$ cat config.mk
export PLATFORM = sky130hd
export DESIGN_NAME = pwrrg_regs
export DESIGN_NICKNAME = d
export VERILOG_FILES = /design/src/hw/pwrrg_pkg.sv /design/src/hw/pwrrg_regs.sv /design/src/hw/pwrrg_clkdiv.sv /design/src/hw/pwrrg_thermal.sv
export VERILOG_INCLUDE_DIRS = /design/src /design/src/hw
export SDC_FILE = /design/constraint.sdc
export NUM_CORES = 1
export LEC_CHECK = 0
export BUFFER_PORTS_ARGS = -buffer_cell sky130_fd_sc_hd__buf_4
export CORE_MARGIN = 10
export CORE_UTILIZATION = 50
export DETAILED_ROUTE_END_ITERATION = 6
export HOLD_SLACK_MARGIN = 0.08
export PLACE_DENSITY = 0.85
export SYNTH_ARGS = -nofsm -noshare
export SYNTH_HDL_FRONTEND = slang
export SYNTH_SLANG_ARGS = --single-unit
$ cat constraint.sdc
create_clock -name pclk -period 2.5 [get_ports pclk]
set_input_delay 0 -clock pclk [delete_from_list [all_inputs] [get_ports pclk]]
set_output_delay 0 -clock pclk [all_outputs]
set_load 0.05 [all_outputs]
$ cat src/hw/pwrrg_params.svh
/*
  offsets, field positions, reset values and timing counts for the power
  enable and soft reset register bank.
  assumes: included by bare name from design files only.
*/
`ifndef PWRRG_PARAMS_SVH
`define PWRRG_PARAMS_SVH

// ============================================================
// register indices (printed offsets are not all multiples of four)
`define PWRRG_IDX_RST_ID   8'h00
`define PWRRG_IDX_MIDRAIL  8'h04
`define PWRRG_IDX_BIAS     8'h05
`define PWRRG_IDX_PWRMGT   8'h0B
`define PWRRG_IDX_CLK3     8'h0E
`define PWRRG_IDX_LOOP     8'h10
`define PWRRG_IDX_DRC      8'h20
`define PWRRG_IDX_WSEQ     8'h26
`define PWRRG_IDX_EQ       8'h2A

// ============================================================
// field positions
`define PWRRG_MID_SEL_LO   1
`define PWRRG_BIAS_EN_BIT  1
`define PWRRG_TSHUT_BIT    8
`define PWRRG_TSENSE_BIT   7
`define PWRRG_LINE_BIT     4
`define PWRRG_SPKPGA_BIT   2
`define PWRRG_SPK_BIT      1
`define PWRRG_DAC_BIT      0
`define PWRRG_CLKOP_BIT    5
`define PWRRG_CLKTO_BIT    2
`define PWRRG_CLKDSP_BIT   1
`define PWRRG_CLKSYS_BIT   0
`define PWRRG_LOOP_BIT     0
`define PWRRG_DRC_BIT      15
`define PWRRG_WSEQ_BIT     15
`define PWRRG_EQ_BIT       0

// ============================================================
// implemented-bit masks and reset values
`define PWRRG_MASK_MIDRAIL 16'h0006
`define PWRRG_MASK_BIAS    16'h0002
`define PWRRG_MASK_PWRMGT  16'h0197
`define PWRRG_MASK_CLK3    16'h0027
`define PWRRG_MASK_LOOP    16'h0001
`define PWRRG_MASK_DRC     16'h8000
`define PWRRG_MASK_WSEQ    16'h8000
`define PWRRG_MASK_EQ      16'h0001
`define PWRRG_RST_PWRMGT   16'h0180
`define PWRRG_RST_OTHER    16'h0000

// ============================================================
// timing
`define PWRRG_CLK_NS       20
`define PWRRG_OPDIV_W      4
`define PWRRG_TODIV_DEF    16'h03E8

`endif

$ cat src/hw/pwrrg_pkg.sv
/*
  types for the power enable and soft reset register bank.
  assumes: compiled before every design module of the bank.
*/
package pwrrg_pkg;

  // ============================================================
  // mid-rail reference modes
  typedef enum logic [1:0] {
    PWRRG_MID_OFF  = 2'h0,
    PWRRG_MID_NORM = 2'h1,
    PWRRG_MID_STBY = 2'h2,
    PWRRG_MID_FAST = 2'h3
  } pwrrg_mid_e;

  // ============================================================
  // enables seen by the analogue and clock logic
  typedef struct packed {
    pwrrg_mid_e midrail_divider_select;
    logic       normal_bias_enable;
    logic       thermal_shutdown_enable;
    logic       thermal_sensor_enable;
    logic       line_output_enable;
    logic       speaker_gain_stage_enable;
    logic       speaker_output_enable;
    logic       converter_enable;
    logic       output_clock_enable;
    logic       timeout_clock_enable;
    logic       processing_clock_enable;
    logic       system_clock_enable;
    logic       locked_loop_enable;
    logic       range_compressor_enable;
    logic       sequencer_enable;
    logic       equaliser_enable;
  } pwrrg_ctrl_s;

  // ============================================================
  // apb request as seen by the slave
  typedef struct packed {
    logic        psel;
    logic        penable;
    logic        pwrite;
    logic [11:0] paddr;
    logic [31:0] pwdata;
  } pwrrg_apb_req_s;

endpackage : pwrrg_pkg

$ cat src/hw/pwrrg_regs.sv
/*
  power enable and soft reset register bank behind an apb slave.
  assumes: apb master in pclk domain, 32-bit data, byte address is four
  times the register index; analogue blocks consume the enable outputs.
*/
`timescale 1ns/1ns
`include "pwrrg_params.svh"

// What this block does
// - A two-bit mid-rail divider select resets to off and picks off, normal, standby or fast.
// - One normal-bias enable bit resets to off and turns on the shared bias generator.
// - With thermal shutdown and sensor both enabled, over-temperature turns audio outputs off.
// - The thermal sensor enable sits at bit 7 of power management and resets to one.
// - Line out bit 4, speaker gain bit 2, speaker bit 1 and converter bit 0 reset to off.
// - The output clock enable drives a divided clock onto the master clock pin.
// - The timeout clock enable starts the slow timeout clock.
// - Processing clock bit 1 and system clock bit 0 of clock control three reset to off.
// - Loop bit 0, range compressor bit 15, sequencer bit 15 and equaliser bit 0 reset to off.
// - Any write to register zero returns every register to its default.
// - A read of register zero returns the fixed identification code.
module pwrrg_regs #(
  parameter logic [15:0] DEVICE_ID  = 16'hA5C3, // arbitrary value
  parameter int          TO_DIV     = 1000,
  parameter int          OPDIV_W    = `PWRRG_OPDIV_W
) (
  input  wire logic                  pclk,
  input  wire logic                  presetn,
  input  wire pwrrg_pkg::pwrrg_apb_req_s apb_req,
  output logic                       pready,
  output logic [31:0]                prdata,
  output logic                       pslverr,
  input  wire logic [OPDIV_W-1:0]    output_clock_divider,
  input  wire logic                  over_temp,
  output pwrrg_pkg::pwrrg_ctrl_s     ctrl,
  output logic                       audio_out_allowed,
  output logic                       divided_output_clock,
  output logic                       divided_output_clock_oe,
  output logic                       slow_timeout_clock
);
  import pwrrg_pkg::*;

  localparam int NREG = 8;

  // ============================================================
  // address decode
  logic [7:0]  idx;
  logic        acc;
  logic        wr;
  logic        rd;
  logic        hit_id;
  logic [NREG-1:0] hit;
  logic [7:0]  idx_tab   [NREG];
  logic [15:0] mask_tab  [NREG];
  logic [15:0] rstv_tab  [NREG];

  assign idx_tab[0]  = `PWRRG_IDX_MIDRAIL;
  assign idx_tab[1]  = `PWRRG_IDX_BIAS;
  assign idx_tab[2]  = `PWRRG_IDX_PWRMGT;
  assign idx_tab[3]  = `PWRRG_IDX_CLK3;
  assign idx_tab[4]  = `PWRRG_IDX_LOOP;
  assign idx_tab[5]  = `PWRRG_IDX_DRC;
  assign idx_tab[6]  = `PWRRG_IDX_WSEQ;
  assign idx_tab[7]  = `PWRRG_IDX_EQ;
  assign mask_tab[0] = `PWRRG_MASK_MIDRAIL;
  assign mask_tab[1] = `PWRRG_MASK_BIAS;
  assign mask_tab[2] = `PWRRG_MASK_PWRMGT;
  assign mask_tab[3] = `PWRRG_MASK_CLK3;
  assign mask_tab[4] = `PWRRG_MASK_LOOP;
  assign mask_tab[5] = `PWRRG_MASK_DRC;
  assign mask_tab[6] = `PWRRG_MASK_WSEQ;
  assign mask_tab[7] = `PWRRG_MASK_EQ;
  assign rstv_tab[0] = `PWRRG_RST_OTHER;
  assign rstv_tab[1] = `PWRRG_RST_OTHER;
  assign rstv_tab[2] = `PWRRG_RST_PWRMGT;
  assign rstv_tab[3] = `PWRRG_RST_OTHER;
  assign rstv_tab[4] = `PWRRG_RST_OTHER;
  assign rstv_tab[5] = `PWRRG_RST_OTHER;
  assign rstv_tab[6] = `PWRRG_RST_OTHER;
  assign rstv_tab[7] = `PWRRG_RST_OTHER;

  // high bits beyond the map must be zero, else the access misses
  assign idx    = apb_req.paddr[9:2];
  assign acc    = apb_req.psel && apb_req.penable;
  assign wr     = acc && apb_req.pwrite;
  assign rd     = acc && !apb_req.pwrite;
  assign hit_id = (idx == `PWRRG_IDX_RST_ID) && (apb_req.paddr[11:10] == 2'h0)
                  && (apb_req.paddr[1:0] == 2'h0);

  // ============================================================
  // register storage, one entry per mapped register
  logic [15:0] reg_q    [NREG];
  logic [15:0] reg_next [NREG];
  logic        soft_rst;

  assign soft_rst = wr && hit_id;

  genvar g;
  generate
    for (g = 0; g < NREG; g++) begin : g_reg
      assign hit[g] = (idx == idx_tab[g]) && (apb_req.paddr[11:10] == 2'h0)
                      && (apb_req.paddr[1:0] == 2'h0);

      always_comb begin
        reg_next[g] = reg_q[g];
        if (soft_rst) begin
          reg_next[g] = rstv_tab[g];
        end else if (wr && hit[g]) begin
          reg_next[g] = apb_req.pwdata[15:0] & mask_tab[g];
        end
      end

      always_ff @(posedge pclk or negedge presetn) begin
        if (!presetn) begin
          reg_q[g] <= (g == 2) ? `PWRRG_RST_PWRMGT : `PWRRG_RST_OTHER;
        end else begin
          reg_q[g] <= reg_next[g];
        end
      end
    end
  endgenerate

  // ============================================================
  // read data and response: zero wait states
  logic [31:0] rdata_next;
  logic [31:0] rdata_reg;

  always_comb begin
    rdata_next = rdata_reg;
    if (apb_req.psel && !apb_req.penable && !apb_req.pwrite) begin
      rdata_next = 32'h0000_0000;
      if (hit_id) begin
        rdata_next = {16'h0000, DEVICE_ID};
      end
      for (int i = 0; i < NREG; i++) begin
        if (hit[i]) begin
          rdata_next = {16'h0000, reg_q[i]};
        end
      end
    end
  end

  always_ff @(posedge pclk or negedge presetn) begin
    if (!presetn) begin
      rdata_reg <= 32'h0000_0000;
    end else begin
      rdata_reg <= rdata_next;
    end
  end

  // unmapped addresses answer with an error and read zero
  assign pready  = 1'b1;
  assign prdata  = rdata_reg;
  assign pslverr = acc && !(hit_id || (|hit));

  // ============================================================
  // field extraction
  assign ctrl.midrail_divider_select = pwrrg_mid_e'(reg_q[0][`PWRRG_MID_SEL_LO +: 2]);
  assign ctrl.normal_bias_enable        = reg_q[1][`PWRRG_BIAS_EN_BIT];
  assign ctrl.thermal_shutdown_enable   = reg_q[2][`PWRRG_TSHUT_BIT];
  assign ctrl.thermal_sensor_enable     = reg_q[2][`PWRRG_TSENSE_BIT];
  assign ctrl.line_output_enable        = reg_q[2][`PWRRG_LINE_BIT] & audio_out_allowed;
  assign ctrl.speaker_gain_stage_enable = reg_q[2][`PWRRG_SPKPGA_BIT];
  assign ctrl.speaker_output_enable     = reg_q[2][`PWRRG_SPK_BIT] && audio_out_allowed;
  assign ctrl.converter_enable          = reg_q[2][`PWRRG_DAC_BIT];
  assign ctrl.output_clock_enable       = reg_q[3][`PWRRG_CLKOP_BIT];
  assign ctrl.timeout_clock_enable      = reg_q[3][`PWRRG_CLKTO_BIT];
  assign ctrl.processing_clock_enable   = reg_q[3][`PWRRG_CLKDSP_BIT];
  assign ctrl.system_clock_enable       = reg_q[3][`PWRRG_CLKSYS_BIT];
  assign ctrl.locked_loop_enable        = reg_q[4][`PWRRG_LOOP_BIT];
  assign ctrl.range_compressor_enable   = reg_q[5][`PWRRG_DRC_BIT];
  assign ctrl.sequencer_enable          = reg_q[6][`PWRRG_WSEQ_BIT];
  assign ctrl.equaliser_enable          = reg_q[7][`PWRRG_EQ_BIT];

  // ============================================================
  // thermal guard
  logic tripped;

  pwrrg_thermal u_thermal (
    .pclk        (pclk),
    .presetn     (presetn),
    .soft_rst_i  (soft_rst),
    .shut_en_i   (ctrl.thermal_shutdown_enable),
    .sense_en_i  (ctrl.thermal_sensor_enable),
    .over_temp_i (over_temp),
    .tripped_o   (tripped)
  );

  assign audio_out_allowed = !tripped;

  // ============================================================
  // clocks derived as enable pulses from pclk
  logic op_tick;
  logic op_clk_reg;
  logic op_clk_next;

  pwrrg_clkdiv #(.W(OPDIV_W)) u_opdiv (
    .pclk    (pclk),
    .presetn (presetn),
    .run_i   (ctrl.output_clock_enable),
    .div_i   (output_clock_divider),
    .tick_o  (op_tick)
  );

  always_comb begin
    op_clk_next = op_clk_reg;
    if (!ctrl.output_clock_enable) begin
      op_clk_next = 1'b0;
    end else if (op_tick) begin
      op_clk_next = !op_clk_reg;
    end
  end

  always_ff @(posedge pclk or negedge presetn) begin
    if (!presetn) begin
      op_clk_reg <= 1'b0;
    end else begin
      op_clk_reg <= op_clk_next;
    end
  end

  assign divided_output_clock    = op_clk_reg;
  assign divided_output_clock_oe = ctrl.output_clock_enable;

  pwrrg_clkdiv #(.W(16)) u_todiv (
    .pclk    (pclk),
    .presetn (presetn),
    .run_i   (ctrl.timeout_clock_enable),
    .div_i   (16'(TO_DIV)),
    .tick_o  (slow_timeout_clock)
  );

  // ============================================================
  // checks
  softrst_pwrmgt_a: assert property (@(posedge pclk) disable iff (!presetn)
    soft_rst |=> (reg_q[2] == `PWRRG_RST_PWRMGT) && (reg_q[0] == 16'h0000))
    else $error("soft reset did not restore defaults");

  id_read_a: assert property (@(posedge pclk) disable iff (!presetn)
    (rd && hit_id) |-> prdata == {16'h0000, DEVICE_ID})
    else $error("identification code wrong");

  unused_zero_a: assert property (@(posedge pclk) disable iff (!presetn)
    (reg_q[2] & ~`PWRRG_MASK_PWRMGT) == 16'h0000)
    else $error("unassigned bit set");

  midrail_write_a: assert property (@(posedge pclk) disable iff (!presetn)
    (wr && hit[0]) |=> ctrl.midrail_divider_select == pwrrg_mid_e'($past(apb_req.pwdata[2:1])))
    else $error("mid-rail select not stored");

  bias_write_a: assert property (@(posedge pclk) disable iff (!presetn)
    (wr && hit[1]) |=> ctrl.normal_bias_enable == $past(apb_req.pwdata[1]))
    else $error("bias enable not stored");

  outputs_off_a: assert property (@(posedge pclk) disable iff (!presetn)
    tripped |-> !ctrl.speaker_output_enable && !ctrl.line_output_enable)
    else $error("audio output on while tripped");

  sensor_write_a: assert property (@(posedge pclk) disable iff (!presetn)
    (wr && hit[2]) |=> ctrl.thermal_sensor_enable == $past(apb_req.pwdata[7]))
    else $error("sensor enable not stored");

  divided_output_clock_idle_a: assert property (@(posedge pclk) disable iff (!presetn)
    !ctrl.output_clock_enable [*2] |-> !divided_output_clock)
    else $error("output clock runs while disabled");

  slow_timeout_clock_idle_a: assert property (@(posedge pclk) disable iff (!presetn)
    !ctrl.timeout_clock_enable [*2] |-> !slow_timeout_clock)
    else $error("timeout clock runs while disabled");

  clk3_write_a: assert property (@(posedge pclk) disable iff (!presetn)
    (wr && hit[3]) |=> {ctrl.processing_clock_enable, ctrl.system_clock_enable}
                       == $past(apb_req.pwdata[1:0]))
    else $error("clock enables not stored");

  drc_write_a: assert property (@(posedge pclk) disable iff (!presetn)
    (wr && hit[5]) |=> ctrl.range_compressor_enable == $past(apb_req.pwdata[15]))
    else $error("compressor enable not stored");

  loop_write_a: assert property (@(posedge pclk) disable iff (!presetn)
    (wr && hit[4]) |=> ctrl.locked_loop_enable == $past(apb_req.pwdata[0]))
    else $error("loop enable not stored");

  wseq_write_a: assert property (@(posedge pclk) disable iff (!presetn)
    (wr && hit[6]) |=> ctrl.sequencer_enable == $past(apb_req.pwdata[15]))
    else $error("sequencer enable not stored");

  eq_write_a: assert property (@(posedge pclk) disable iff (!presetn)
    (wr && hit[7]) |=> ctrl.equaliser_enable == $past(apb_req.pwdata[0]))
    else $error("equaliser enable not stored");

  dac_write_a: assert property (@(posedge pclk) disable iff (!presetn)
    (wr && hit[2]) |=> {ctrl.speaker_gain_stage_enable, ctrl.converter_enable}
                       == {$past(apb_req.pwdata[2]), $past(apb_req.pwdata[0])})
    else $error("converter or gain enable not stored");

  shut_write_a: assert property (@(posedge pclk) disable iff (!presetn)
    (wr && hit[2]) |=> ctrl.thermal_shutdown_enable == $past(apb_req.pwdata[8]))
    else $error("shutdown enable not stored");

  miss_ignored_a: assert property (@(posedge pclk) disable iff (!presetn)
    (wr && !hit_id && !(|hit)) |=> (reg_q[2] == $past(reg_q[2]))
                                   && (reg_q[0] == $past(reg_q[0])))
    else $error("unmapped write changed a register");

  divided_output_clock_toggle_a: assert property (@(posedge pclk) disable iff (!presetn)
    (ctrl.output_clock_enable && op_tick) |=> divided_output_clock != $past(divided_output_clock))
    else $error("output clock did not toggle");

endmodule : pwrrg_regs

$ cat src/hw/pwrrg_clkdiv.sv
/*
  enable-pulse divider: one pclk-wide pulse every div_i cycles while run_i.
  assumes: single pclk domain; div_i of zero or one gives a pulse each cycle.
*/
`timescale 1ns/1ns
module pwrrg_clkdiv #(
  parameter int W = 16
) (
  input  wire logic         pclk,
  input  wire logic         presetn,
  input  wire logic         run_i,
  input  wire logic [W-1:0] div_i,
  output logic              tick_o
);
  import pwrrg_pkg::*;

  logic [W-1:0] cnt_reg;
  logic [W-1:0] cnt_next;
  logic         tick_reg;
  logic         tick_next;

  // ============================================================
  // counter
  always_comb begin
    cnt_next  = cnt_reg;
    tick_next = 1'b0;
    if (!run_i) begin
      // stopped divider restarts from zero, so first pulse is a full period
      cnt_next = '0;
    end else if (cnt_reg + W'(1) >= div_i) begin
      cnt_next  = '0;
      tick_next = 1'b1;
    end else begin
      cnt_next = cnt_reg + W'(1);
    end
  end

  always_ff @(posedge pclk or negedge presetn) begin
    if (!presetn) begin
      cnt_reg  <= '0;
      tick_reg <= 1'b0;
    end else begin
      cnt_reg  <= cnt_next;
      tick_reg <= tick_next;
    end
  end

  assign tick_o = tick_reg;

endmodule : pwrrg_clkdiv

$ cat src/hw/pwrrg_thermal.sv
/*
  thermal output guard: latches an over-temperature trip and forces the
  audio outputs off while tripped.
  assumes: over_temp_i is synchronous to pclk; trip clears when the
  shutdown or sensor enable is cleared, or on soft reset unless a trip is set in the same cycle.
*/
`timescale 1ns/1ns
module pwrrg_thermal (
  input  wire logic pclk,
  input  wire logic presetn,
  input  wire logic soft_rst_i,
  input  wire logic shut_en_i,
  input  wire logic sense_en_i,
  input  wire logic over_temp_i,
  output logic      tripped_o
);
  import pwrrg_pkg::*;

  logic trip_reg;
  logic trip_next;

  // ============================================================
  // trip latch
  always_comb begin
    trip_next = trip_reg;
    if (shut_en_i && sense_en_i && over_temp_i) begin
      // set wins over soft reset: the enables come back set anyway
      trip_next = 1'b1;
    end else if (soft_rst_i || !shut_en_i || !sense_en_i) begin
      trip_next = 1'b0;
    end
  end

  always_ff @(posedge pclk or negedge presetn) begin
    if (!presetn) begin
      trip_reg <= 1'b0;
    end else begin
      trip_reg <= trip_next;
    end
  end

  assign tripped_o = trip_reg;

  tshut_trip_a: assert property (@(posedge pclk) disable iff (!presetn)
    (shut_en_i && sense_en_i && over_temp_i) |=> tripped_o)
    else $error("thermal trip not taken");

endmodule : pwrrg_thermal

==> metrics.md, run 1 <==
| Metric | Value |
|---|---|
| Status | `finished clean` |
| Largest net degree at the start of global routing | `51` |
| Vias post-DR | `2,535` |
| Crit. End Element | `flop` |
| Final antenna-violating net count | `0` |
| Routed WL | `about 7300 um` |
| Synth cell types | `55` |
| Min-Delay Path Class | `in2reg` |
| Num CTS Buffers | `5` |
| Layout Utilization | `roughly three fifths` |
| DRC errors left | `0` |
| Number of global-route vias before repair | `2,557` |
| Per-cell routed wire length | `15.8 um` |
| Die ar. | `around 9600 um2` |
| Final setup margin | `136 ps` |
| Slew Limit Fails | `0` |
| Final Cycle Share | `94.6%` |
| Area of the multi-input gates | `1490 um2` |
| Synth async-reset ratio | `between 90% and 100%` |
| Final net count | `450` |
| Relative slew margins | `58.9%` |
| Synth warn | `0` |
| CTS sink cnt | `50` |
| Chip Width | `97.9 um` |
| Worst-Margin Slew | `about 620 ps` |
| Total setup buffers inserted after CTS | `0` |
| Synthesized cell area | `3030 um2` |
| Max reg flops | `16` |
| Post-DR vias/cell | `5.45` |
| Commonest register cell after synthesis | `dfrtp_1` |
| Clock Path Buffers | `2` |
| Area Growth Syn to Fin | `18.3%` |
| Die Span Y | `97.9 um` |
| CTS tree | `built` |
| FILL cells | `480` |
| Crit path max fanout | `10` |
| Starting Density | `51.2%` |
| R2r startpoint | `u_todiv.cnt_reg[0]$_DFF_PN0_` |
| PwrDens | `435 nW/um2` |
| Startpoint type of the worst setup path | `input pin` |
| Placed Area | `between 3000 and 4000 um2` |
| Hold Startpoint | `apb_req[36]` |
| Design area | `3590 um2` |
| Final GP Congestion | `about 0.93` |
| Fin cells | `465` |
| Number of DRC markers in iteration 0 | `209` |
| Number of synthesized flops with an enable pin | `0` |
| FF+latch area | `1250 um2` |
| Setup Slack @ Placement | `303 ps` |
| Final Critical Period | `about 2400 ps` |
| Clock-pin slew on the worst setup and hold paths | `approximately 100 ps` |
| Unrepaired setup endpoints after global routing | `no` |
| Leak pwr | `1.65 nW` |
| Root buffer cell | `clkbuf_8` |
| Post-Syn Instances | `330` |
| Initial antenna violation count | `0` |
| CP Launch Point | `apb_req[34]` |
| Hpwl dp | `between 5000 and 6000 um` |
| Kind of critical path | `in2reg` |
| I/O Buffers | `62` |
| GRT overflow | `0` |
| Cell Rows | `28` |
| #FFs+latches synth | `50` |
| Maximum Capacitance Violations | `0` |
| Maximum clock frequency | `between 0.4 and 0.5 GHz` |
| Core area | `5920 um2` |
| H-tree depth | `2` |
| Critical Path RT | `2700 ps` |
| First-pass GRT wire length | `12,100 um` |
| Setup Skew | `8.92 ps` |
| Clock Latency Late Sink | `310 ps` |
| Sequential area share after synthesis | `41.4%` |
| First-pass DRT Iterations | `4` |
| Io pins | `around 110` |
| Setup TNS | `0 ps` |
| Share of cells above drive strength 1 | `21.8%` |
| Setup Viol. Count Final | `0` |
| Final hold vios | `0` |
| Syn Area/Cell | `9.19 um2` |
| GRT Overall Usage | `14.7%` |
| Crit path DAT | `2560 ps` |
| Antenna Cells | `0` |
| Max IR drop VDD | `0.352 mV` |
| Placed instance count | `444` |
[logic make-up (layout without fill, tap and decap cells)]
family / Yosys count / count (layout) / share of synthesized area (%)
DFF: 50 / 50 / 41.4
other: 2 / 28 / 0.248
muxes: 3 / 3 / 0.991
xor gates and xnor gates: 13 / 13 / 3.76
buffers and inverters: 62 / 96 / 13.0
AOI/OAI and AO/OA: 67 / 67 / 15.1
adders and majority gates: 7 / 7 / 2.89
and+or+nand+nor: 126 / 126 / 22.6
[layer usage]
layer  part of all wire [%]  vias to the layer above  global-route usage [%]
met5                      0                        -                       0
met4                    1.6                        0                    4.47
met3                    8.0                       12                    4.86
met2                     52                       96                    26.3
met1                     39                     1200                    16.1
li1                       -                     1227                       -
[stage by stage]
| step | power [mW] | hold WS (ps) |
|---|---|---|
| final | 1.56 | 122 |
| after global placement | 1.07 | 47.5 |
| after detailed placement | 1.07 | 56.9 |
| after CTS | 1.57 | 115 |
| after floorplan | 1.02 | -296 |
| after global routing | 1.62 | 160 |
[synth_stat cells (2+ instances only)]
| cell type | n | area [um2] |
|---|---|---|
| a21o_1 | 3 | 22.5 |
| a21oi_1 | 12 | 60.1 |
| a221oi_1 | 2 | 17.5 |
| a22o_1 | 9 | 78.8 |
| a22oi_1 | 2 | 15.0 |
| a32o_1 | 3 | 30.0 |
| and2_1 | 4 | 25.0 |
| and3_1 | 3 | 18.8 |
| buf_4 | 39 | 293 |
| buf_6 | 2 | 22.5 |
| clkbuf_1 | 11 | 41.3 |
| conb_1 | 2 | 7.51 |
| dfrtp_1 | 48 | 1200 |
| dfstp_2 | 2 | 52.6 |
| ha_1 | 7 | 87.6 |
| inv_1 | 9 | 33.8 |
| mux2i_1 | 3 | 30.0 |
| nand2_1 | 35 | 131 |
| nand2b_1 | 7 | 43.8 |
| nand3_1 | 10 | 50.1 |
| nand4_1 | 6 | 37.5 |
| nand4b_1 | 2 | 17.5 |
| nor2_1 | 10 | 37.5 |
| nor2b_1 | 8 | 50.1 |
| nor3_1 | 17 | 85.1 |
| nor4_1 | 4 | 25.0 |
| nor4b_1 | 2 | 17.5 |
| o211ai_1 | 2 | 15.0 |
| o21ai_0 | 20 | 100 |
| o22a_1 | 2 | 17.5 |
| o41ai_1 | 2 | 17.5 |
| or2_2 | 2 | 12.5 |
| or3_1 | 4 | 25.0 |
| or4_1 | 4 | 30.0 |
| xnor2_1 | 8 | 70.1 |
| xor2_1 | 5 | 43.8 |
[layout by cell type, fill, tap and decap left out, drive strengths merged, types with 3 or more instances in the layout]
cell / Yosys / routed
buf: 42 / 66
dfrtp: 48 / 48
nand2: 35 / 35
conb: 2 / 28
o21ai: 20 / 20
nor3: 17 / 17
dlygate4sd3: 0 / 13
a21oi: 12 / 12
nor2: 11 / 11
nand3: 10 / 10
inv: 9 / 10
a22o: 9 / 9
xnor2: 8 / 8
nor2b: 8 / 8
nand2b: 7 / 7
ha: 7 / 7
nand4: 6 / 6
xor2: 5 / 5
clkbuf: 11 / 5
or4: 5 / 5
or3: 5 / 5
nor4: 5 / 5
and2: 4 / 4
a21o: 3 / 3
and3: 3 / 3
mux2i: 3 / 3
a32o: 3 / 3
[area by class of cell]
class | count | area share, %
Sequential cell | 50 | 34.9
Timing Repair Buffer | 79 | 17.4
Clock buffer | 5 | 1.92
Tap cell | 75 | 2.62
Inverter | 9 | 0.942
Multi-Input combinational cell | 244 | 41.4
Clock inverter | 3 | 0.698
[what timing repair did]
| action | in CTS | in global routing |
|---|---|---|
| gates resized for setup | 0 | 1 |
| hold buffers | 13 | 0 |
| endpoints found under the hold margin | 66 | 0 |
| setup endpoints to repair | 0 | 1 |
[critical path: stages]
cell and delay [ps]:
dlygate4sd3_1 530, buf_4 160, or4_1 610, nor3_2 210, nand2b_1 230, nand3_1 180, o41ai_1 70, dlygate4sd3_1 560
[path summary, 6_finish.rpt]
kind,end,slack [ps],depth (start not counted)
worst max-delay path,ctrl[1]$_DFFE_PN0P_,140,8
worst min-delay path,ctrl[14]$_DFFE_PN0P_,120,4
worst max register to register,u_todiv.cnt_reg[7]$_DFF_PN0_,260,6
worst min register to register,prdata[15]$_DFFE_PN0P_,490,1
max in group asynchronous,ctrl[15]$_DFFE_PN0P_,1840,2
min in group asynchronous,u_todiv.cnt_reg[0]$_DFF_PN0_,240,2
[power breakdown]
group / internal, mW / total (mW) / switching (mW)
clock: 0.202 / 0.484 / 0.282
combinational: 0.0741 / 0.247 / 0.173
sequential: 0.819 / 0.829 / 0.0100
total: 1.10 / 1.56 / 0.464
Power figures use the tool's default switching activity.
==> run 2, diff against run 1 <==
CORE_MARGIN = not set   (was 10)
CTS_BUF_LIST = sky130_fd_sc_hd__clkbuf_16   (was not set)
==> metrics.md, run 2 (synthesis results as in run 1) <==
| Metric | Value |
|---|---|
| Status | `finished clean` |
| Per-cell routed wire length | `14.8 um (-6.4%)` |
| CP Cell Sequence | `dlygate4sd3_1 -> buf_4 -> or4_1 -> nor3_2 -> nand2b_1 -> nand3_1 -> o41ai_1 -> dlygate4sd3_1` |
| Reg2Reg Depth | `6 (unchanged)` |
| Antenna Cells | `0 (unchanged)` |
| Crit-path slowest cell | `or4_1` |
| Leak pwr | `1.68 nW (+2.1%)` |
| Num CTS Buffers | `5 (unchanged)` |
| Crit path max fanout | `10 (unchanged)` |
| Clock Latency Late Sink | `290 ps (-20 ps)` |
| CTS sink cnt | `50 (unchanged)` |
| Crit. End Element | `flop` |
| Final antenna-violating net count | `0 (unchanged)` |
| Final net count | `450 (unchanged)` |
| PwrDens | `501 nW/um2 (+15%)` |
| Met1 global-route usage | `29.8% (+14 points)` |
| First-pass DRT Iterations | `5 (+1)` |
| Number of global-route vias before repair | `2,321 (-9.2%)` |
| Die ar. | `6380 um2 (-33%)` |
| R2r startpoint | `u_todiv.cnt_reg[1]$_DFF_PN0_` |
| Setup Viol. Count Final | `0 (unchanged)` |
| Met2 Use GR | `36.2% (+9.9 points)` |
| Vias post-DR | `2,629 (+3.7%)` |
| Crit path largest cell delay | `620 ps (about the same)` |
| GRT overflow | `0 (unchanged)` |
| Startpoint type of the worst setup path | `input pin` |
| Relative slew margins | `59.3% (+0.44 points)` |
| Area Growth Syn to Fin | `20.8%` |
| Largest net degree at the start of global routing | `51 (unchanged)` |
| R2r setup slk | `210 ps (-50 ps)` |
| Maximum Capacitance Violations | `0 (unchanged)` |
| CP Launch Point | `apb_req[34]` |
| Max reg flops | `16 (unchanged)` |
| Initial antenna violation count | `0 (unchanged)` |
| Most used cell, CP | `dlygate4sd3_1` |
| Placed Area | `3350 um2 (-0.11%)` |
| Number of DRC markers in iteration 0 | `225 (+7.7%)` |
| Cell Rows | `27 (-3.6%)` |
| Min-Delay Path Class | `in2reg` |
| FILL cells | `460 (-4.2%)` |
| DRC errors left | `0 (unchanged)` |
| H-tree depth | `2 (unchanged)` |
| CP Buf/Inv Count | `3 (unchanged)` |
| Family with the most delay on the worst path | `buffers and inverters` |
| Post-DR vias/cell | `5.69 (+4.4%)` |
| Setup TNS | `0 ps (unchanged)` |
| Design area | `3660 um2 (+2.1%)` |
| Chip Width | `79.9 um (-18%)` |
| Int Pwr | `1.36 mW (+24%)` |
| Max IR drop VDD | `0.418 mV (+19%)` |
| CTS tree | `built` |
| I/O Buffers | `62 (unchanged)` |
| Final hold vios | `0 (unchanged)` |
| Crit path DAT | `2560 ps (about the same)` |
| Hpwl dp | `4790 um (-13%)` |
| Setup Slack @ Placement | `160 ps (-143 ps)` |
| Clock-pin slew on the worst setup and hold paths | `60 ps (-40 ps)` |
| Final GP Congestion | `0.924 (-0.63%)` |
| Critical Path RT | `2670 ps (-30 ps)` |
| Root buffer cell | `clkbuf_16` |
| Routed WL | `6820 um (-7.0%)` |
| Sw Share | `25.8% (-3.9 points)` |
| Core area | `5680 um2 (-4.1%)` |
| Most common cell after layout, fill and taps aside | `buf_4` |
| Worst r2r dst | `u_todiv.cnt_reg[0]$_DFF_PN0_` |
| First-pass GRT wire length | `11,000 um (-8.7%)` |
| FF+latch area | `1250 um2 (unchanged)` |
| Layer with the highest usage | `met2` |
| Final setup margin | `111 ps (-24.7 ps)` |
| Area of the multi-input gates | `1490 um2 (+0.42%)` |
| Maximum clock frequency | `0.419 GHz (-1.0%)` |
| Slew Limit Fails | `0 (unchanged)` |
| Psw | `474 uW (+2.2%)` |
| Final Cycle Share | `95.6% (+0.99 points)` |
| Io pins | `109 (unchanged)` |
| CP endpoint | `ctrl[1]$_DFFE_PN0P_` |
| Final Critical Period | `2390 ps (+24.7 ps)` |
| Routing usage on met3 | `4.69% (-0.18 points)` |
| Unrepaired setup endpoints after global routing | `no` |
| Clock share of power | `41.6% (+11 points)` |
| Sequential share of power | `45.1% (-8.0 points)` |
| Worst-Margin Slew | `610 ps (-6.61 ps)` |
| Most frequent cells in the layout | `66 x buf_4, 48 x dfrtp_1, 35 x nand2_1` |
| Setup Skew | `3.09 ps (-5.82 ps)` |
| GRT Overall Usage | `22.6% (+7.8 points)` |
| Power share of the combinational group | `13.3% (-2.5 points)` |
| Total setup buffers inserted after CTS | `0 (unchanged)` |
| Clock Path Buffers | `2 (unchanged)` |
| Starting Density | `53.4% (+2.2 points)` |
| Kind of critical path | `in2reg` |
| Critical path depth | `8 (unchanged)` |
| Die Span Y | `79.9 um (-18%)` |
| Share of cells above drive strength 1 | `22.1% (+0.26 points)` |
-- run 2: cell types whose count changed in the layout (fill, tap and decap cells not counted) --
cell,change
bufinv_16,+1
a21oi_2,+1
clkbuf_16,+5
ha_2,+1
ha_1,-1
a21oi_1,-1
inv_6,-1
clkinv_4,-1
inv_1,+1
clkbuf_8,-5
-- run 2: final cells by class --
type | count | area share [%]
Timing Repair Buffer | 79 | 17.1
Clock inverter | 3 | 1.13
Inverter | 9 | 0.922
Sequential cell | 50 | 34.2
Tap cell | 72 | 2.46
Clock buffer | 5 | 3.42
Multi-Input combinational cell | 244 | 40.8
-- run 2: repair_timing --
item                                   CTS  global route
setup endpoints to repair                0            12
resized for setup                        0             3
hold buffers                            13             0
endpoints found under the hold margin   66             0
-- run 2: worst min-delay path, stage by stage --
cell and delay [ps]:
buf_4 150, nor2b_1 100, o21ai_0 90, nand2_1 60
-- run 2: power by group through the flow --
stage	registers, mW	logic, mW	clock network (mW)
5_1_grt	0.829	0.261	0.809
3_5_place_dp	0.843	0.226	0
2_1_floorplan	0.841	0.183	0
4_1_cts	0.828	0.241	0.783
6_report	0.828	0.244	0.763
3_3_place_gp	0.843	0.224	0
-- run 2: stage by stage --
step,utilization (%),std cells,hold WS (ps),power (mW)
final,64.5,462,143,1.84
after global routing,64.5,462,177,1.90
after CTS,64.3,462,134,1.85
after detailed placement,59.1,441,57.4,1.07
after global placement,59.1,441,58.2,1.07
after floorplan,-,356,-296,1.02
-- run 2: how the worst min path moves through the flow --
stage | endpoint | slack (ps) | startpoint | depth (start not counted)
3_5_place_dp | u_todiv.cnt_reg[3]$_DFF_PN0_ | 60 | presetn | 1
3_3_place_gp | u_todiv.cnt_reg[3]$_DFF_PN0_ | 60 | presetn | 1
5_1_grt | prdata[4]$_DFFE_PN0P_ | 180 | apb_req[46] | 4
2_1_floorplan | ctrl[0]$_DFFE_PN0P_ | -300 | presetn | 0
4_1_cts | ctrl[14]$_DFFE_PN0P_ | 130 | apb_req[36] | 4
6_report | ctrl[14]$_DFFE_PN0P_ | 140 | apb_req[36] | 4
-- run 2: metal layers --
metal	share of wire [%]	wire length, um
met5	0	0
met4	1.9	129
met3	7.6	515
met2	49	3330
met1	42	2850
==> run 3, diff against run 2 <==
ABC_AREA = 1   (was not set)
CORE_UTILIZATION = 51   (was 50)
PLACE_DENSITY = 0.86   (was 0.85)
==> metrics.md, run 3 <==
| Metric | Value |
|---|---|
| Synth warn | `0 (unchanged)` |
| Clock-pin slew on the worst setup and hold paths | `70 ps (about the same)` |
| Final antenna-violating net count | `0 (unchanged)` |
| Area Growth Syn to Fin | `19.7%` |
| #FFs+latches synth | `50 (unchanged)` |
| Number of DRC markers in iteration 0 | `106 (-53%)` |
| Most common cell after layout, fill and taps aside | `nand2_1` |
| Critical Path RT | `2710 ps (+40 ps)` |
| Most common cell in the netlist | `nand2_1` |
| Placed instance count | `533 (+21%)` |
| Overall Power | `2.12 mW (+15%)` |
| Synth cell types | `35 (-36%)` |
| PwrDens | `562 nW/um2 (+12%)` |
| Maximum clock frequency | `0.473 GHz (+13%)` |
| Die Span Y | `80.5 um (+0.80%)` |
| Resize count post-CTS | `0 (unchanged)` |
| Relative slew margins | `55.3% (-4.0 points)` |
| Design area | `3760 um2 (+2.7%)` |
| Antenna Cells | `0 (unchanged)` |
| Final hold vios | `0 (unchanged)` |
| Final Cycle Share | `84.6% (-11 points)` |
| Commonest register cell after synthesis | `dfrtp_1` |
| Setup Viol. Count Final | `0 (unchanged)` |
| Largest net degree at the start of global routing | `51 (unchanged)` |
| Sequential area share after synthesis | `39.9% (-1.5 points)` |
| Maximum Capacitance Violations | `0 (unchanged)` |
| Starting Density | `53.1% (-0.33 points)` |
| Hpwl dp | `5310 um (+11%)` |
| Most frequent cells in the layout | `78 x nand2_1, 62 x buf_4, 58 x inv_1` |
| Setup Skew | `5.46 ps (+2.37 ps)` |
| Num CTS Buffers | `5 (unchanged)` |
| Post-DR vias/cell | `5.02 (-12%)` |
| Number of global-route vias before repair | `2,657 (+14%)` |
| Worst-Margin Slew | `665 ps (+54.7 ps)` |
| Io pins | `109 (unchanged)` |
| Initial antenna violation count | `0 (unchanged)` |
| Min-Delay Path Class | `in2reg` |
| Slew Limit Fails | `0 (unchanged)` |
| Leak pwr | `1.93 nW (+14%)` |
| Final net count | `536 (+19%)` |
| Area of the multi-input gates | `1460 um2 (-2.1%)` |
| Crit. End Element | `flop` |
| Final GP Congestion | `0.971 (+5.1%)` |
| Layout Utilization | `63.5% (-0.98 points)` |
| First-pass DRT Iterations | `4 (-1)` |
| FF+latch area | `1250 um2 (unchanged)` |
| Chip Width | `80.5 um (+0.80%)` |
| Area contributors post-synth | `dfrtp_1 38%, buf_4 9.6%, nand2_1 9.3%` |
| Synthesized cell area | `3140 um2 (+3.7%)` |
| I/O Buffers | `62 (unchanged)` |
| DRC errors left | `0 (unchanged)` |
| Max IR drop VDD | `0.338 mV (-19%)` |
| Per-cell routed wire length | `12.4 um (-16%)` |
| GRT Overall Usage | `22.7% (+0.11 points)` |
| First-pass GRT wire length | `11,500 um (+4.3%)` |
| Synth cell count leaders | `78 x nand2_1, 57 x inv_1, 48 x dfrtp_1, 44 x nor2_1, 40 x buf_4` |
| Startpoint type of the worst setup path | `flop` |
| FILL cells | `520 (+13%)` |
| Root buffer cell | `clkbuf_16` |
| GRT overflow | `0 (unchanged)` |
| Die ar. | `6480 um2 (+1.6%)` |
| Clock Path Buffers | `2 (unchanged)` |
| Unrepaired setup endpoints after global routing | `no` |
| H-tree depth | `2 (unchanged)` |
| Max reg flops | `16 (unchanged)` |
| Most area-hungry cell type in the Yosys netlist | `dfrtp_1` |
| Crit path DAT | `2320 ps (-240 ps)` |
| Clock Latency Late Sink | `280 ps (about the same)` |
| Vias post-DR | `2,767 (+5.2%)` |
| Share of cells above drive strength 1 | `20.2% (-1.9 points)` |
| Status | `finished clean` |
| Post-Syn Instances | `411 (+25%)` |
| Core area | `5920 um2 (+4.3%)` |
| CTS sink cnt | `50 (unchanged)` |
| Crit path max fanout | `10 (unchanged)` |
| Placed Area | `3500 um2 (+4.2%)` |
| Routed WL | `6820 um (about the same)` |
| Fin cells | `551 (+19%)` |
| Syn Area/Cell | `7.65 um2 (-17%)` |
| Cell Rows | `28 (+3.7%)` |
| Synth async-reset ratio | `100% (unchanged)` |
| Share of the synthesized area in the top cell type | `38.2% (-1.4 points)` |
| Number of synthesized flops with an enable pin | `0 (unchanged)` |
| CTS tree | `built` |
| Final Critical Period | `2110 ps (-275 ps)` |
| Setup TNS | `0 ps (unchanged)` |
| Kind of critical path | `reg2reg` |
[run 3: layout make-up]
cell class,instances,area share [%]
multi-input cells,287,38.8
flip-flops and latches,50,33.3
repair buffers,72,15.0
inverters,59,5.89
clock buffers,5,3.33
well taps,75,2.49
clock inverters,3,1.10
[run 3: final timing paths]
kind	from	to	depth (start not counted)	slack [ps]
worst max-delay path	u_todiv.cnt_reg[0]$_DFF_PN0_	u_todiv.cnt_reg[2]$_DFF_PN0_	9	390
worst min-delay path	apb_req[44]	prdata[5]$_DFFE_PN0P_	4	90
worst max register to register	u_todiv.cnt_reg[0]$_DFF_PN0_	u_todiv.cnt_reg[2]$_DFF_PN0_	9	390
worst min register to register	u_opdiv.tick_o$_DFF_PN0_	divided_output_clock$_DFFE_PN0P_	1	430
max in group asynchronous	presetn	prdata[13]$_DFFE_PN0P_	2	1810
min in group asynchronous	presetn	u_opdiv.cnt_reg[2]$_DFF_PN0_	2	270
[run 3: stage by stage]
stage,setup WS [ps],hold slack [ps]
detailed placement,417,63.8
global placement,515,47.6
global route,215,117
finish,386,90.2
CTS,389,83.8
floorplan,329,-296
[run 3: what timing repair did]
| action | in CTS | in global routing |
|---|---|---|
| hold buffers | 10 | 0 |
| setup buffers | 0 | 0 |
| setup endpoints to repair | 0 | 0 |
| endpoints found under the hold margin | 58 | 0 |
[run 3: where the power goes]
group	leakage [nW]	switching [mW]	total (mW)	internal, mW
Sequential	0.620	0.0342	0.895	0.861
Clock	0.0812	0.279	0.747	0.468
Combinational	1.23	0.313	0.474	0.161
Total	1.93	0.626	2.12	1.49
[run 3: critical path, cell delays in order (launching register included)]
cell	delay [ps]
dfrtp_1	460
ha_1	310
nand2_1	130
nor2_4	160
nand3_1	120
nor2_1	130
nand2_1	80
xor2_1	290
nand4_4	220
nor2_1	150
[run 3: cell families (layout without fill, tap and decap cells)]
kind of cell    Yosys count  count (layout)  synth area share, %
fa+ha+maj                 7               7                 2.79
xor+xnor                  6               6                 1.67
other cells               2              28                0.239
mux                       1               1                0.318
flops                    50              50                 39.9
compound gates           45              45                 7.92
buf+inv                 100             139                 16.7
simple gates            200             200                 30.5
[run 3: layer usage]
metal / global-route usage (%) / wire length [um] / vias to the layer above
met2: 41.3 / 3530 / 88
met3: 3.18 / 276 / 11
met4: 7.86 / 115 / 0
met5: 0 / 0 / -
li1: - / - / 1382
met1: 27.0 / 2890 / 1286
